**config.mk**
```make
export PLATFORM = sky130hd
export DESIGN_NAME = rtsc_config
export DESIGN_NICKNAME = d
export VERILOG_FILES = /design/src/rtl/rtsc_pkg.sv /design/src/rtl/rtsc_config.sv /design/src/rtl/rtsc_delay_timer.sv /design/src/rtl/rtsc_ref_power.sv
export SDC_FILE = /design/constraint.sdc
export NUM_CORES = 1
export LEC_CHECK = 0
export ABC_AREA = 1
export BUFFER_PORTS_ARGS = -buffer_cell sky130_fd_sc_hd__buf_2
export CAP_MARGIN = 20
export CORE_MARGIN = 2
export CORE_UTILIZATION = 55
export CTS_CLUSTER_SIZE = 20
export DETAILED_ROUTE_END_ITERATION = 12
export PLACE_DENSITY = 0.83
export SKIP_CTS_REPAIR_TIMING = 1
export SLEW_MARGIN = 30
export SYNTH_ARGS = -nofsm -noshare
export SYNTH_HDL_FRONTEND = slang
export SYNTH_SLANG_ARGS = --single-unit
```
**constraint.sdc**
```tcl
create_clock -name clk_i -period 3.08 [get_ports clk_i]
set_input_delay 0.154 -clock clk_i [delete_from_list [all_inputs] [get_ports clk_i]]
set_output_delay 0.154 -clock clk_i [all_outputs]
set_load 0.005 [all_outputs]
```
**src/rtl/rtsc_pkg.sv**
```systemverilog
// Constants, types and timing tables for the reference and touch-sense configuration block
package rtsc_pkg;

   // ---------------------------------------------------------------
   // Clock
   // ---------------------------------------------------------------
   localparam int unsigned CLK_PERIOD_NS = 20;

   // ---------------------------------------------------------------
   // Types
   // ---------------------------------------------------------------
   typedef logic [17:0] rtsc_cnt_t;
   typedef int unsigned rtsc_tab4_t [4];
   typedef int unsigned rtsc_tab8_t [8];

   // ---------------------------------------------------------------
   // Register addresses
   // ---------------------------------------------------------------
   localparam logic [7:0] ADDR_DAC_CTRL     = 8'h02;
   localparam logic [7:0] ADDR_REF_CTRL     = 8'h03;
   localparam logic [7:0] ADDR_TOUCH_TIMING = 8'h05;

   // ---------------------------------------------------------------
   // Field positions
   // ---------------------------------------------------------------
   localparam int unsigned DAC_PD_BIT   = 15;
   localparam int unsigned REF_INT_BIT  = 4;
   localparam int unsigned REF_DLY_HI   = 3;
   localparam int unsigned REF_DLY_LO   = 2;
   localparam int unsigned REF_PD_BIT   = 1;
   localparam int unsigned REF_VSEL_BIT = 0;
   localparam int unsigned PRE_HI       = 5;
   localparam int unsigned PRE_LO       = 3;
   localparam int unsigned SNS_HI       = 2;
   localparam int unsigned SNS_LO       = 0;

   // ---------------------------------------------------------------
   // Reset values
   // ---------------------------------------------------------------
   localparam logic       DAC_PD_RST   = 1'b1;
   localparam logic       REF_INT_RST  = 1'b0;
   localparam logic [1:0] REF_DLY_RST  = 2'h0;
   localparam logic       REF_PD_RST   = 1'b1;
   localparam logic       REF_VSEL_RST = 1'b0;
   localparam logic [2:0] PRE_RST      = 3'h0;
   localparam logic [2:0] SNS_RST      = 3'h0;

   // ---------------------------------------------------------------
   // Times in microseconds
   // ---------------------------------------------------------------
   localparam rtsc_tab4_t SETTLE_TIME_US = '{0, 100, 500, 1000};
   localparam rtsc_tab8_t PRE_TIME_US    = '{20, 84, 276, 340, 1044, 1108, 1300, 1364};
   localparam rtsc_tab8_t SNS_TIME_US    = '{32, 96, 544, 608, 2080, 2144, 2592, 2656};

   // ---------------------------------------------------------------
   // Conversion to clock cycles, rounded up
   // ---------------------------------------------------------------
   function automatic int unsigned us_to_cyc(input int unsigned us);
      return (us * 1000 + CLK_PERIOD_NS - 1) / CLK_PERIOD_NS;
   endfunction

   function automatic rtsc_tab4_t cyc4(input rtsc_tab4_t us);
      rtsc_tab4_t r;
      for (int i = 0; i < 4; i++) begin
         r[i] = us_to_cyc(us[i]);
      end
      return r;
   endfunction

   function automatic rtsc_tab8_t cyc8(input rtsc_tab8_t us);
      rtsc_tab8_t r;
      for (int i = 0; i < 8; i++) begin
         r[i] = us_to_cyc(us[i]);
      end
      return r;
   endfunction

   localparam rtsc_tab4_t SETTLE_CYC_DFLT = cyc4(SETTLE_TIME_US);
   localparam rtsc_tab8_t PRE_CYC_DFLT    = cyc8(PRE_TIME_US);
   localparam rtsc_tab8_t SNS_CYC_DFLT    = cyc8(SNS_TIME_US);

endpackage

```
**src/rtl/rtsc_config.sv**
```systemverilog
// Reference control, DAC power-down and touch-detect timing register bank with sequencers
`timescale 1ns/1ps
`default_nettype none
module rtsc_config #(
   parameter rtsc_pkg::rtsc_tab4_t SETTLE_CYC = rtsc_pkg::SETTLE_CYC_DFLT,
   parameter rtsc_pkg::rtsc_tab8_t PRE_CYC    = rtsc_pkg::PRE_CYC_DFLT,
   parameter rtsc_pkg::rtsc_tab8_t SNS_CYC    = rtsc_pkg::SNS_CYC_DFLT
) (
   // Clock and reset
   input  wire logic        clk_i,
   input  wire logic        rst_b_i,
   // Register access port
   input  wire logic [7:0]  reg_addr_i,
   input  wire logic        reg_wr_i,
   input  wire logic        reg_rd_i,
   input  wire logic [15:0] reg_wdata_i,
   output logic      [15:0] reg_rdata_o,
   output logic             reg_rvalid_o,
   // Converter handshake
   input  wire logic        conv_req_i,
   input  wire logic        conv_done_i,
   output logic             conv_start_o,
   // Reference and DAC controls
   output logic             ref_int_power_o,
   output logic             ref_int_sel_o,
   output logic             ref_volt_sel_o,
   output logic             dac_power_down_o,
   // Touch detect
   input  wire logic        touch_start_i,
   input  wire logic        touch_sense_i,
   output logic             precharge_o,
   output logic             sense_o,
   output logic             touch_done_o,
   output logic             touched_o
);

   typedef enum logic [1:0] {TD_IDLE, TD_PRE, TD_SNS} rtsc_td_state_t;

   // ---------------------------------------------------------------
   // Reset synchroniser
   // ---------------------------------------------------------------
   logic rst_meta_r;
   logic rst_n;

   always_ff @(posedge clk_i or negedge rst_b_i) begin
      if (!rst_b_i) begin
         rst_meta_r <= 1'b0;
         rst_n      <= 1'b0;
      end else begin
         rst_meta_r <= 1'b1;
         rst_n      <= rst_meta_r;
      end
   end

   // ---------------------------------------------------------------
   // Configuration registers
   // ---------------------------------------------------------------
   logic       dac_pd_r;
   logic       ref_int_r;
   logic [1:0] ref_dly_r;
   logic       ref_pd_r;
   logic       ref_vsel_r;
   logic [2:0] pre_sel_r;
   logic [2:0] sns_sel_r;
   logic [2:0] sns_lat_r;

   always_ff @(posedge clk_i or negedge rst_n) begin
      if (!rst_n) begin
         dac_pd_r <= rtsc_pkg::DAC_PD_RST;
      end else if (reg_wr_i && reg_addr_i == rtsc_pkg::ADDR_DAC_CTRL) begin
         dac_pd_r <= reg_wdata_i[rtsc_pkg::DAC_PD_BIT];
      end
   end

   always_ff @(posedge clk_i or negedge rst_n) begin
      if (!rst_n) begin
         ref_int_r  <= rtsc_pkg::REF_INT_RST;
         ref_dly_r  <= rtsc_pkg::REF_DLY_RST;
         ref_pd_r   <= rtsc_pkg::REF_PD_RST;
         ref_vsel_r <= rtsc_pkg::REF_VSEL_RST;
      end else if (reg_wr_i && reg_addr_i == rtsc_pkg::ADDR_REF_CTRL) begin
         ref_int_r  <= reg_wdata_i[rtsc_pkg::REF_INT_BIT];
         ref_dly_r  <= reg_wdata_i[rtsc_pkg::REF_DLY_HI:rtsc_pkg::REF_DLY_LO];
         ref_pd_r   <= reg_wdata_i[rtsc_pkg::REF_PD_BIT];
         ref_vsel_r <= reg_wdata_i[rtsc_pkg::REF_VSEL_BIT];
      end
   end

   always_ff @(posedge clk_i or negedge rst_n) begin
      if (!rst_n) begin
         pre_sel_r <= rtsc_pkg::PRE_RST;
         sns_sel_r <= rtsc_pkg::SNS_RST;
      end else if (reg_wr_i && reg_addr_i == rtsc_pkg::ADDR_TOUCH_TIMING) begin
         pre_sel_r <= reg_wdata_i[rtsc_pkg::PRE_HI:rtsc_pkg::PRE_LO];
         sns_sel_r <= reg_wdata_i[rtsc_pkg::SNS_HI:rtsc_pkg::SNS_LO];
      end
   end

   // ---------------------------------------------------------------
   // Read-back
   // ---------------------------------------------------------------
   function automatic logic [15:0] read_word(input logic [7:0] addr);
      logic [15:0] w;
      w = 16'h0000;
      case (addr)
         rtsc_pkg::ADDR_DAC_CTRL: begin
            w[rtsc_pkg::DAC_PD_BIT] = dac_pd_r;
         end
         rtsc_pkg::ADDR_REF_CTRL: begin
            w[rtsc_pkg::REF_INT_BIT]                      = ref_int_r;
            w[rtsc_pkg::REF_DLY_HI:rtsc_pkg::REF_DLY_LO]  = ref_dly_r;
            w[rtsc_pkg::REF_PD_BIT]                       = ref_pd_r;
            w[rtsc_pkg::REF_VSEL_BIT]                     = ref_vsel_r;
         end
         rtsc_pkg::ADDR_TOUCH_TIMING: begin
            w[rtsc_pkg::PRE_HI:rtsc_pkg::PRE_LO] = pre_sel_r;
            w[rtsc_pkg::SNS_HI:rtsc_pkg::SNS_LO] = sns_sel_r;
         end
         default: begin
            w = 16'h0000;
         end
      endcase
      return w;
   endfunction

   always_ff @(posedge clk_i or negedge rst_n) begin
      if (!rst_n) begin
         reg_rdata_o  <= 16'h0000;
         reg_rvalid_o <= 1'b0;
      end else begin
         reg_rvalid_o <= reg_rd_i;
         if (reg_rd_i) begin
            reg_rdata_o <= read_word(reg_addr_i);
         end
      end
   end

   // ---------------------------------------------------------------
   // Control outputs
   // ---------------------------------------------------------------
   always_ff @(posedge clk_i or negedge rst_n) begin
      if (!rst_n) begin
         dac_power_down_o <= rtsc_pkg::DAC_PD_RST;
         ref_int_sel_o    <= rtsc_pkg::REF_INT_RST;
         ref_volt_sel_o   <= rtsc_pkg::REF_VSEL_RST;
      end else begin
         dac_power_down_o <= dac_pd_r;
         ref_int_sel_o    <= ref_int_r;
         ref_volt_sel_o   <= ref_vsel_r;
      end
   end

   // ---------------------------------------------------------------
   // Reference sequencer
   // ---------------------------------------------------------------
   rtsc_pkg::rtsc_cnt_t settle_cyc_c;

   assign settle_cyc_c = rtsc_pkg::rtsc_cnt_t'(SETTLE_CYC[ref_dly_r]);

   rtsc_ref_power u_ref_power (
      .clk_i        (clk_i),
      .rst_n_i      (rst_n),
      .int_sel_i    (ref_int_r),
      .auto_pd_i    (ref_pd_r),
      .settle_cyc_i (settle_cyc_c),
      .conv_req_i   (conv_req_i),
      .conv_done_i  (conv_done_i),
      .conv_start_o (conv_start_o),
      .ref_power_o  (ref_int_power_o)
   );

   // ---------------------------------------------------------------
   // Touch-detect sequencer
   // ---------------------------------------------------------------
   rtsc_td_state_t      td_state_r;
   logic                td_load_c;
   rtsc_pkg::rtsc_cnt_t td_count_c;
   logic                td_done;

   always_comb begin
      td_load_c  = 1'b0;
      td_count_c = '0;
      case (td_state_r)
         TD_IDLE: begin
            td_load_c  = touch_start_i;
            td_count_c = rtsc_pkg::rtsc_cnt_t'(PRE_CYC[pre_sel_r]);
         end
         TD_PRE: begin
            td_load_c  = td_done;
            td_count_c = rtsc_pkg::rtsc_cnt_t'(SNS_CYC[sns_lat_r]);
         end
         default: begin
            td_load_c  = 1'b0;
         end
      endcase
   end

   rtsc_delay_timer u_touch_timer (
      .clk_i   (clk_i),
      .rst_n_i (rst_n),
      .load_i  (td_load_c),
      .count_i (td_count_c),
      .busy_o  (),
      .done_o  (td_done)
   );

   always_ff @(posedge clk_i or negedge rst_n) begin
      if (!rst_n) begin
         td_state_r   <= TD_IDLE;
         sns_lat_r    <= rtsc_pkg::SNS_RST;
         precharge_o  <= 1'b0;
         sense_o      <= 1'b0;
         touch_done_o <= 1'b0;
         touched_o    <= 1'b0;
      end else begin
         touch_done_o <= 1'b0;
         case (td_state_r)
            TD_IDLE: begin
               if (touch_start_i) begin
                  sns_lat_r   <= sns_sel_r;
                  precharge_o <= 1'b1;
                  td_state_r  <= TD_PRE;
               end
            end
            TD_PRE: begin
               if (td_done) begin
                  precharge_o <= 1'b0;
                  sense_o     <= 1'b1;
                  td_state_r  <= TD_SNS;
               end
            end
            TD_SNS: begin
               if (td_done) begin
                  sense_o      <= 1'b0;
                  touch_done_o <= 1'b1;
                  touched_o    <= touch_sense_i;
                  td_state_r   <= TD_IDLE;
               end
            end
            default: begin
               td_state_r <= TD_IDLE;
            end
         endcase
      end
   end

   // ---------------------------------------------------------------
   // Checks
   // ---------------------------------------------------------------
   a_dac_pd_write: assert property (@(posedge clk_i) disable iff (!rst_n)
      (reg_wr_i && reg_addr_i == rtsc_pkg::ADDR_DAC_CTRL)
      |=> ##1 (dac_power_down_o == $past(reg_wdata_i[rtsc_pkg::DAC_PD_BIT], 2)))
      else $error("DAC power-down output does not follow write");

   a_int_sel_write: assert property (@(posedge clk_i) disable iff (!rst_n)
      (reg_wr_i && reg_addr_i == rtsc_pkg::ADDR_REF_CTRL)
      |=> ##1 (ref_int_sel_o == $past(reg_wdata_i[rtsc_pkg::REF_INT_BIT], 2)))
      else $error("reference select output does not follow write");

   a_vsel_write: assert property (@(posedge clk_i) disable iff (!rst_n)
      (reg_wr_i && reg_addr_i == rtsc_pkg::ADDR_REF_CTRL)
      |=> ##1 (ref_volt_sel_o == $past(reg_wdata_i[rtsc_pkg::REF_VSEL_BIT], 2)))
      else $error("reference voltage output does not follow write");

   a_ref_readback: assert property (@(posedge clk_i) disable iff (!rst_n)
      (reg_wr_i && reg_addr_i == rtsc_pkg::ADDR_REF_CTRL) ##1
      (reg_rd_i && !reg_wr_i && reg_addr_i == rtsc_pkg::ADDR_REF_CTRL)
      |=> (reg_rdata_o == {11'h000, $past(reg_wdata_i[4:0], 2)} && reg_rvalid_o))
      else $error("reference register read-back differs from write");

   a_settle_decode: assert property (@(posedge clk_i) disable iff (!rst_n)
      (ref_dly_r == 2'h0) |-> (settle_cyc_c == '0))
      else $error("zero settle code gives nonzero delay");

   a_pre_before_sns: assert property (@(posedge clk_i) disable iff (!rst_n)
      $rose(sense_o) |-> $past(precharge_o) && !precharge_o)
      else $error("sense phase not preceded by precharge");

   a_pre_start: assert property (@(posedge clk_i) disable iff (!rst_n)
      (td_state_r == TD_IDLE && touch_start_i) |=> (precharge_o && !sense_o) [*2])
      else $error("precharge did not start on request");

   a_pre_length: assert property (@(posedge clk_i) disable iff (!rst_n)
      (td_state_r == TD_IDLE && touch_start_i && pre_sel_r == 3'h0)
      |=> precharge_o [*8])
      else $error("shortest precharge ended too early");

   a_sns_done: assert property (@(posedge clk_i) disable iff (!rst_n)
      $fell(sense_o) |-> touch_done_o ##1 !touch_done_o)
      else $error("sense end without single done pulse");

endmodule // rtsc_config
`default_nettype wire

```
**src/rtl/rtsc_delay_timer.sv**
```systemverilog
// Down-counting delay timer with a one-cycle done pulse
`timescale 1ns/1ps
`default_nettype none
module rtsc_delay_timer (
   // Clock and reset
   input  wire logic              clk_i,
   input  wire logic              rst_n_i,
   // Control
   input  wire logic              load_i,
   input  wire rtsc_pkg::rtsc_cnt_t count_i,
   // Status
   output logic                   busy_o,
   output logic                   done_o
);

   rtsc_pkg::rtsc_cnt_t cnt_r;

   // ---------------------------------------------------------------
   // Counter
   // ---------------------------------------------------------------
   always_ff @(posedge clk_i or negedge rst_n_i) begin
      if (!rst_n_i) begin
         cnt_r  <= '0;
         busy_o <= 1'b0;
         done_o <= 1'b0;
      end else if (load_i) begin
         cnt_r  <= count_i;
         busy_o <= (count_i != '0);
         done_o <= (count_i == '0);
      end else begin
         done_o <= (cnt_r == rtsc_pkg::rtsc_cnt_t'(1));
         busy_o <= (cnt_r > rtsc_pkg::rtsc_cnt_t'(1));
         if (cnt_r != '0) begin
            cnt_r <= cnt_r - rtsc_pkg::rtsc_cnt_t'(1);
         end
      end
   end

   a_timer_expiry: assert property (@(posedge clk_i) disable iff (!rst_n_i)
      (cnt_r == rtsc_pkg::rtsc_cnt_t'(1) && !load_i) |=> done_o)
      else $error("timer did not expire after last count");

   a_timer_step: assert property (@(posedge clk_i) disable iff (!rst_n_i)
      (cnt_r != '0 && !load_i) |=> (cnt_r == $past(cnt_r) - rtsc_pkg::rtsc_cnt_t'(1)))
      else $error("timer did not count down by one");

endmodule // rtsc_delay_timer
`default_nettype wire

```
**src/rtl/rtsc_ref_power.sv**
```systemverilog
// Internal reference power sequencer with settling hold-off
`timescale 1ns/1ps
`default_nettype none
module rtsc_ref_power (
   // Clock and reset
   input  wire logic              clk_i,
   input  wire logic              rst_n_i,
   // Configuration
   input  wire logic              int_sel_i,
   input  wire logic              auto_pd_i,
   input  wire rtsc_pkg::rtsc_cnt_t settle_cyc_i,
   // Converter handshake and reference power output
   input  wire logic              conv_req_i,
   input  wire logic              conv_done_i,
   output logic                   conv_start_o,
   output logic                   ref_power_o
);

   typedef enum logic [1:0] {RP_IDLE, RP_SETTLE, RP_CONV} rtsc_rp_state_t;

   rtsc_rp_state_t state_r;
   logic           pend_r;
   logic           settled_r;
   logic           start_c;
   logic           load_c;
   logic           tmr_done;

   // ---------------------------------------------------------------
   // Start and power-up decisions
   // ---------------------------------------------------------------
   always_comb begin
      start_c = 1'b0;
      load_c  = 1'b0;
      case (state_r)
         RP_IDLE: begin
            if (pend_r && (!int_sel_i || (ref_power_o && settled_r))) begin
               start_c = 1'b1;
            end
            load_c = int_sel_i && !ref_power_o && (pend_r || !auto_pd_i);
         end
         RP_SETTLE: begin
            start_c = int_sel_i && tmr_done && pend_r;
         end
         default: begin
            start_c = 1'b0;
         end
      endcase
   end

   rtsc_delay_timer u_settle_timer (
      .clk_i   (clk_i),
      .rst_n_i (rst_n_i),
      .load_i  (load_c),
      .count_i (settle_cyc_i),
      .busy_o  (),
      .done_o  (tmr_done)
   );

   // ---------------------------------------------------------------
   // Pending request, new request wins over consumption
   // ---------------------------------------------------------------
   always_ff @(posedge clk_i or negedge rst_n_i) begin
      if (!rst_n_i) begin
         pend_r <= 1'b0;
      end else if (conv_req_i) begin
         pend_r <= 1'b1;
      end else if (start_c) begin
         pend_r <= 1'b0;
      end
   end

   always_ff @(posedge clk_i or negedge rst_n_i) begin
      if (!rst_n_i) begin
         conv_start_o <= 1'b0;
      end else begin
         conv_start_o <= start_c;
      end
   end

   // ---------------------------------------------------------------
   // Sequencer
   // ---------------------------------------------------------------
   always_ff @(posedge clk_i or negedge rst_n_i) begin
      if (!rst_n_i) begin
         state_r     <= RP_IDLE;
         ref_power_o <= 1'b0;
         settled_r   <= 1'b0;
      end else if (!int_sel_i && state_r != RP_CONV) begin
         ref_power_o <= 1'b0;
         settled_r   <= 1'b0;
         state_r     <= start_c ? RP_CONV : RP_IDLE;
      end else begin
         case (state_r)
            RP_IDLE: begin
               if (start_c) begin
                  state_r <= RP_CONV;
               end else if (load_c) begin
                  ref_power_o <= 1'b1;
                  settled_r   <= 1'b0;
                  state_r     <= RP_SETTLE;
               end else if (auto_pd_i && ref_power_o) begin
                  ref_power_o <= 1'b0;
                  settled_r   <= 1'b0;
               end
            end
            RP_SETTLE: begin
               if (tmr_done) begin
                  settled_r <= 1'b1;
                  state_r   <= start_c ? RP_CONV : RP_IDLE;
               end
            end
            RP_CONV: begin
               if (!int_sel_i) begin
                  ref_power_o <= 1'b0;
                  settled_r   <= 1'b0;
               end
               if (conv_done_i) begin
                  if (int_sel_i && auto_pd_i) begin
                     ref_power_o <= 1'b0;
                     settled_r   <= 1'b0;
                  end
                  state_r <= RP_IDLE;
               end
            end
            default: begin
               state_r <= RP_IDLE;
            end
         endcase
      end
   end

   a_ext_ref_off: assert property (@(posedge clk_i) disable iff (!rst_n_i)
      !int_sel_i |=> !ref_power_o)
      else $error("internal reference powered with external reference selected");

   a_start_settled: assert property (@(posedge clk_i) disable iff (!rst_n_i)
      (conv_start_o && $past(int_sel_i)) |-> (settled_r && ref_power_o))
      else $error("conversion started on unsettled reference");

   a_conv_pwr_down: assert property (@(posedge clk_i) disable iff (!rst_n_i)
      (state_r == RP_CONV && conv_done_i && int_sel_i && auto_pd_i) |=> !ref_power_o ##1 !ref_power_o)
      else $error("reference not powered down after conversion");

   a_always_on: assert property (@(posedge clk_i) disable iff (!rst_n_i)
      (ref_power_o && int_sel_i && !auto_pd_i) |=> ref_power_o)
      else $error("always-on reference dropped");

endmodule // rtsc_ref_power
`default_nettype wire

```
==> flow_metrics.tcl, run 1 <==
set metrics [dict create \
    seqPwrFrac_pct 41.3 \
    cp_max_fo 10 \
    min_path_type "in2reg" \
    grt_max_degree 77 \
    combPwrFrac_pct 34.7 \
    clock.fmax_ghz 0.563 \
    p_per_area_nw_per_um2 722 \
    synth_cells 601 \
    hold_depth 3 \
    clkPwrFrac_pct 24.1 \
    avgViaCountPerCell 5.27 \
    dp_hpwl_mm 7.18 \
    final-max-slew-violation-count 0 \
    ir_drop_mv 0.431 \
    hold_viol_final 0 \
    cts_root_buf "clkbuf_8" \
    coreArea_um2 8130 \
    cts_buffer_depth 2 \
    syn_to_final_growth_pct 11.9 \
    first_pass_iters 5 \
    regArea_um2 1960 \
    cp.required_ns 3.34 \
    reg2reg_from "u_touch_timer.cnt_r[0]" \
    design_area_um2 5110 \
    p_leak_nw 2.64 \
    io_pins 58 \
    die_h_um 95.1 \
    final_nets 698 \
    fillers 660 \
    worstReg2RegEnd "u_touch_timer.cnt_r[17]" \
    clk_pin_slew_ns 0.09 \
    fp-row-count 33 \
    diodes 0 \
    post-route-util_pct 62.8 \
    worstMarginPinSlew_ns 0.562 \
    swShare_pct 39.5 \
    postRouteWirelength_mm 10.2 \
    rsz0062_at_grt "no" \
    grt_pass1_vias 4000 \
    clock_latency_ns 0.36 \
    ys_seq_area_share_pct 42.8 \
    placed_cell_area_um2 4830 \
    slew_headroom_pct 62.2 \
    start_util_pct 56.1 \
    cts_sinks 78 \
    status "finished clean" \
    path_cells "inv_1, ha_1, nand2_1, nor2_2, nand3_4, nor2_8, nor2_1, nand2_1, inv_1" \
    p_switching_mw 1.46 \
    synth_area_um2 4570 \
    cp.depth 9 \
    ant_nets 0 \
    globalRouteOverflowTotal 0 \
    yosysWarnings 0 \
    wl_per_cell_um 13.4 \
    reg2reg_slack_ns 1.30 \
    drive_gt1_share_pct 13.6 \
    dp_slack_ns 1.34 \
    crit_family "simple AND/OR/NAND/NOR gates" \
    vias 3992 \
    cts_tree "yes" \
    skew_ns 0.0101 \
    dieArea_um2 9050 \
    setup_ws_ns 1.30 \
    cp-end-kind "flop" \
    hold_ws_ns 0.00685 \
    finalCriticalPeriod_ns 1.78 \
    portBuffers 39 \
    synth_seq_cells 78 \
    period_share_pct 57.7 \
    track_usage_pct 24.2 \
    avgSynthCellArea_um2 7.60 \
    min-delay-start "touch_sense_i" \
    critPathSlowestCell "dfrtp_1" \
    antenna_found_initial 0 \
    slowest_delay_ns 0.42 \
    cap_violations 0 \
    htreeDepth 3 \
    start_kind "flop" \
    crit_buf_inv 2 \
    synth_cell_types 42 \
    tns_ns 0 \
    whs_endpoint "touched_o" \
    gp_congestion 0.910 \
    multi_input_area_um2 2220 \
    path_class "reg2reg" \
    die_w_um 95.1 \
    cts_inserted_buffers 9 \
    drc 0 \
    reg2reg_depth 9 \
    drtIter0Drc 253 \
    setup_viol 0 \
    p_int_mw 2.23 \
    crit_arrival_ns 2.04 \
    grt_pass1_wl_mm 17.4 \
]
[worst min-delay path: stages]
cell     delay, ns
buf_2         0.08
nand2_1       0.05
nand2_1       0.06
[routing by layer]
layer	vias to the layer above	wire [um]	track usage, %
met3	18	528	3.16
met4	0	161	9.42
met5	-	0	0
met1	1882	4350	30.9
met2	115	5130	41.6
li1	1977	-	-
[synth_stat cells, drive strengths merged]
library cell,instances,area share [%]
a31oi,2,0.27
mux2i,1,0.22
nor2,91,8.9
dfstp,3,1.7
nand4,8,1.1
xor2,11,2.1
inv,81,6.8
o31ai,1,0.16
buf,14,2.2
o22ai,1,0.14
conb,2,0.16
nand3b,2,0.33
o21a,3,0.49
or2,3,0.41
nor4,2,0.60
dfrtp,75,41
ha,18,4.9
nand3,46,5.4
nor3,5,1.0
nor3b,1,0.16
xnor2,2,0.38
o21ai,34,3.9
a21oi,30,3.3
o21bai,2,0.33
nand2,160,13
and2,2,0.27
clkbuf,1,0.082
[sequential cells by signal, summed over array words and instances (netlist names), 2 cells and up]
signal,cells
sns_lat_r,3
td_state_r,2
u_ref_power.u_settle_timer.cnt_r,18
pre_sel_r,3
reg_rdata_o,7
u_ref_power.state_r,2
u_touch_timer.cnt_r,18
ref_dly_r,2
sns_sel_r,3
[cell usage in the layout, fill, tap and decap left out, types with 3 or more instances in the layout]
master / n
ha_1: 18
buf_2: 39
o21a_1: 3
dfrtp_1: 74
nand3_1: 44
nand4_1: 8
nand2_1: 155
a21oi_1: 30
clkbuf_8: 10
nand2_2: 5
inv_1: 77
dfstp_2: 3
conb_1: 10
nor3_1: 3
xor2_1: 11
nor2_2: 7
nor2_1: 80
o21ai_0: 32
[cell type report]
class                   count  share of cell area (%)
well taps                 105                    2.57
multi-input cells         435                    43.5
clock inverters             6                    1.84
flip-flops and latches     78                    38.4
repair buffers             43                    4.90
clock buffers              10                    2.69
inverters                  81                    6.10
[worst max path at each step]
stage / from / end / slack (ns)
2_1_floorplan: rst_n / pre_sel_r[0] / 0.75
5_1_grt: u_ref_power.u_settle_timer.cnt_r[0] / u_ref_power.u_settle_timer.cnt_r[14] / 1.15
6_report: u_touch_timer.cnt_r[0] / u_touch_timer.cnt_r[17] / 1.30
4_1_cts: u_touch_timer.cnt_r[0] / u_touch_timer.cnt_r[17] / 1.32
3_3_place_gp: u_touch_timer.cnt_r[0] / u_touch_timer.cnt_r[17] / 1.38
3_5_place_dp: u_touch_timer.cnt_r[0] / u_touch_timer.cnt_r[17] / 1.34
[power by group through the flow]
| stage | registers [mW] | clock network, mW | logic (mW) |
|---|---|---|---|
| floorplan | 1.48 | 0 | 1.01 |
| global placement | 1.53 | 0 | 1.18 |
| detailed placement | 1.55 | 0 | 1.23 |
| CTS | 1.53 | 0.894 | 1.25 |
| global route | 1.56 | 0.930 | 1.48 |
| finish | 1.52 | 0.888 | 1.28 |
[cells by family after synthesis]
| logic type | count (synthesis) | synth area share, % |
|---|---|---|
| adders and majority gates | 18 | 4.93 |
| buffers and inverters | 96 | 9.12 |
| muxes | 1 | 0.219 |
| other | 2 | 0.164 |
| and+or+nand+nor | 320 | 31.7 |
| DFF | 78 | 42.8 |
| AOI/OAI and AO/OA | 73 | 8.58 |
| xor gates and xnor gates | 13 | 2.49 |
[per-stage QoR]
step	cells	power [mW]
final	758	3.69
after global routing	758	3.97
after CTS	755	3.68
after detailed placement	739	2.78
after global placement	739	2.71
after floorplan	609	2.49
No activity file was read; power rests on OpenSTA's default activity.
==> run 2, diff against run 1 <==
Settings changed: CORE_UTILIZATION 55 to 53, PLACE_DENSITY 0.83 to 0.84.
Clock period 3.08 ns to 1.6 ns, I/O delays scaled along.
==> flow_metrics.tcl, run 2 (synthesis results as in run 1) <==
set metrics [dict create \
    start_util_pct 55.0 \
    syn_to_final_growth_pct 20.7 \
    ant_nets 0 \
    clock_latency_ns 0.36 \
    hold_ws_ns 0.0101 \
    skew_ns 0.0118 \
    coreArea_um2 8300 \
    slowest_delay_ns 0.41 \
    grt_pass1_wl_mm 17.2 \
    p_per_area_nw_per_um2 1340 \
    first_pass_iters 5 \
    grt_pass1_vias 3992 \
    critPathLaunch "u_touch_timer.cnt_r[1]" \
    postRouteWirelength_mm 11.5 \
    placedCellCount 758 \
    avgViaCountPerCell 5.53 \
    path_cells "inv_1, ha_2, nand2_2, nor2_4, nand3_4, nor2_8, buf_12, nor2_1" \
    clk_pin_slew_ns 0.10 \
    cp.depth 8 \
    worstMarginPinSlew_ns 0.564 \
    fp-row-count 33 \
    cts_buffer_depth 2 \
    path_class "reg2reg" \
    final_cell_mix "nand2_1 (148), dfrtp_1 (74), nor2_1 (71)" \
    ir_drop_mv 0.922 \
    final_nets 731 \
    cts_root_buf "clkbuf_8" \
    finalCriticalPeriod_ns 1.59 \
    die_h_um 96.8 \
    reg2reg_from "u_touch_timer.cnt_r[1]" \
    design_area_um2 5510 \
    drive_gt1_share_pct 21.1 \
    slew_headroom_pct 62.1 \
    htreeDepth 3 \
    wl_per_cell_um 14.6 \
    cp_max_fo 5 \
    antenna_found_initial 0 \
    cap_violations 0 \
    crit_family "simple AND/OR/NAND/NOR gates" \
    p_leak_nw 2.80 \
    io_pins 58 \
    vias 4374 \
    min_path_type "in2reg" \
    globalRouteOverflowTotal 0 \
    reg2reg_slack_ns 0.008 \
    dieArea_um2 9380 \
    portBuffers 39 \
    track_usage_pct 21.9 \
    hold_viol_final 0 \
    diodes 0 \
    setup_viol 0 \
    rsz0062_at_grt "yes" \
    cp.required_ns 1.84 \
    cp-end-kind "flop" \
    crit_arrival_ns 1.83 \
    period_share_pct 99.5 \
    gp_congestion 0.911 \
    fillers 581 \
    grt_max_degree 41 \
    status "finished clean" \
    dp_hpwl_mm 7.57 \
    clock.fmax_ghz 0.628 \
    final-max-slew-violation-count 0 \
    cts_sinks 78 \
    cts_tree "yes" \
    drtIter0Drc 377 \
    start_kind "flop" \
    drc 0 \
    reg.largest.list "u_ref_power.u_settle_timer.cnt_r: 18 flops, u_touch_timer.cnt_r: 18 flops, reg_rdata_o: 7 flops" \
    final_cells 791 \
    critPathSlowestCell "dfrtp_1" \
    cts_inserted_buffers 9 \
    placed_cell_area_um2 5010 \
    worstReg2RegEnd "u_touch_timer.cnt_r[7]" \
    die_w_um 96.8 \
    endpoint "u_touch_timer.cnt_r[7]" \
    crit_buf_inv 2 \
    reg2reg_depth 8 \
    layout_commonest_cell "nand2_1" \
]
==> run 2: cell types whose count changed in the layout (fill, tap and decap cells not counted), sizes merged <==
cell / previous run / this run
inv: 82 / 83
buf: 41 / 66
clkbuf: 10 / 12
bufinv: 2 / 0
clkinvlp: 1 / 2
dlygate4sd3: 2 / 8
==> run 2: final cells by class <==
type / count / area [um2] / share of cell area, %
tap: 105 / 131 / 2.38
timing repair buffer: 76 / 591 / 10.7
clock buffer: 10 / 128 / 2.31
clock inverter: 6 / 53.8 / 0.976
multi-input combinational: 435 / 2340 / 42.4
sequential: 78 / 1960 / 35.5
inverter: 81 / 318 / 5.76
==> run 2: worst min path at each step <==
stage,startpoint,end,slack (ns),cells past startpoint
4_1_cts,rst_b_i,rst_n,-0.53,1
6_report,reg_wdata_i[3],pre_sel_r[0],0.01,3
2_1_floorplan,rst_b_i,rst_meta_r,-0.22,0
3_5_place_dp,rst_b_i,rst_meta_r,-0.13,1
3_3_place_gp,rst_b_i,rst_meta_r,-0.14,1
5_1_grt,rst_b_i,rst_n,0.01,2
==> run 2: metal layers <==
layer  vias to the layer above  wire length (um)  GRT usage, %  part of all wire (%)
li1                       2049                 -             -                     -
met4                         0               287          10.4                   2.5
met1                      2068              4740          28.0                    41
met3                        36               769          2.96                   6.7
met5                         -                 0             0                     0
met2                       221              5740          36.8                    50
==> run 2: worst min-delay path, stage by stage <==
cell and delay [ns]:
buf_2 0.11, inv_1 0.06, o21ai_0 0.08
==> run 2: power by group <==
group	total [mW]	switching (mW)	leakage [nW]	internal, mW
logic	3.05	1.86	1.73	1.20
clock network	1.42	0.825	0.0894	0.592
registers	2.92	0.468	0.979	2.46
total	7.39	3.15	2.80	4.24
==> run 2: per-stage QoR <==
stage,power [mW],setup slack [ns],setup TNS [ns],utilization (%)
floorplan,4.79,0.104,0,-
global placement,5.36,0.0332,0,60.3
detailed placement,5.51,-0.0193,-0.0193,60.3
CTS,6.92,-0.0340,-0.0473,62.5
global route,7.92,-0.140,-1.67,66.4
finish,7.39,0.00770,0,66.4
==> run 3, diff against run 2 <==
Settings changed: CORE_UTILIZATION 53 to 55, PLACE_DENSITY 0.84 to 0.83.
Clock period 1.6 ns to 1.5 ns, I/O delays scaled along.
==> flow_metrics.tcl, run 3 (synthesis results as in run 1) <==
set metrics [dict create \
    io_pins 58 \
    grt_pass1_wl_mm 17.8 \
    syn_to_final_growth_pct 32.8 \
    hold_viol_final 1 \
    grt_max_degree 26 \
    fillers 447 \
    post-route-util_pct 74.6 \
    hold_depth 3 \
    final_cell_mix "nand2_1 (130), dfrtp_1 (71), inv_1 (62)" \
    htreeDepth 3 \
    diodes 0 \
    ant_nets 0 \
    setup_ws_ns -0.126 \
    cp.required_ns 1.74 \
    die_w_um 95.1 \
    wl_per_cell_um 17.0 \
    cts_sinks 78 \
    cts_tree "yes" \
    cap_violations 0 \
    setup_viol 30 \
    cts_buffer_depth 2 \
    avgViaCountPerCell 5.80 \
    reg2reg_depth 6 \
    multi_input_area_um2 2580 \
    layout_commonest_cell "nand2_1" \
    fp-row-count 33 \
    ir_drop_mv 0.977 \
    drc 0 \
    grt_pass1_vias 4173 \
    p_per_area_nw_per_um2 1540 \
    regArea_um2 1960 \
    path_class "reg2reg" \
    finalCriticalPeriod_ns 1.63 \
    final_nets 766 \
    hold_ws_ns -0.0121 \
    tns_ns -1.21 \
    first_pass_iters 5 \
    vias 4793 \
    power_mw 9.32 \
    p_leak_nw 3.00 \
    cp-end-kind "flop" \
    clock_latency_ns 0.35 \
    drive_gt1_share_pct 33.1 \
    dieArea_um2 9050 \
    gp_congestion 0.897 \
    globalRouteOverflowTotal 0 \
    cts_root_buf "clkbuf_8" \
    reg.largest.list "u_ref_power.u_settle_timer.cnt_r: 18 flops, u_touch_timer.cnt_r: 18 flops, reg_rdata_o: 7 flops" \
    clock.fmax_ghz 0.615 \
    die_h_um 95.1 \
    period_share_pct 108 \
    status "finished, violations left" \
    rsz0062_at_grt "yes" \
    clk_pin_slew_ns 0.09 \
    drtIter0Drc 532 \
    violations "negative hold slack, negative setup slack" \
    portBuffers 39 \
    crit_arrival_ns 1.87 \
    track_usage_pct 24.9 \
    postRouteWirelength_mm 14.1 \
    cts_inserted_buffers 9 \
    dp_slack_ns -0.0708 \
    dp_hpwl_mm 7.78 \
    final-max-slew-violation-count 0 \
    start_util_pct 56.1 \
    min_path_type "in2reg" \
    cp_max_fo 4 \
    skew_ns 0.0125 \
    start_kind "flop" \
    antenna_found_initial 0 \
    coreArea_um2 8130 \
]
-- run 3: critical path: stages (launching register included) --
cell	delay [ns]
dfrtp_1	0.44
nor2_1	0.23
nand2_1	0.17
o21ai_0	0.31
nand3_1	0.18
o31ai_2	0.12
nor2_4	0.06
-- run 3: path summary, 6_finish.rpt --
check / end / slack, ns / start
max: u_touch_timer.cnt_r[7] / -0.13 / u_touch_timer.cnt_r[6]
min: ref_pd_r / -0.01 / reg_wdata_i[1]
max reg2reg: u_touch_timer.cnt_r[7] / -0.13 / u_touch_timer.cnt_r[6]
min reg2reg: sns_lat_r[0] / 0.17 / rst_n
max in group asynchronous: sns_sel_r[1] / 0.82 / rst_n
min in group asynchronous: rst_n / 0.02 / rst_b_i
-- run 3: final cells by class --
class	count	area share, %
Sequential cell	78	32.4
Clock inverter	5	0.969
Inverter	81	5.38
Multi-Input combinational cell	435	42.5
Clock buffer	11	2.33
Timing Repair Buffer	111	14.3
Tap cell	105	2.17
-- run 3: layer usage --
layer	GRT usage (%)	vias to the layer above	wire (um)
met5	0	-	0
met3	4.58	98	1040
met1	31.5	2260	5410
li1	-	2106	-
met4	10.3	0	826
met2	42.0	329	6780
-- run 3: power breakdown --
group          internal, mW  switching, mW
Clock                 0.816          0.844
Sequential             2.62          0.556
Combinational          1.89           2.59
-- run 3: per-stage QoR --
stage,instances,area [um2]
final,826,6070
after global routing,826,6070
after CTS,800,5420
after detailed placement,784,5220
after global placement,784,5220
after floorplan,609,4600
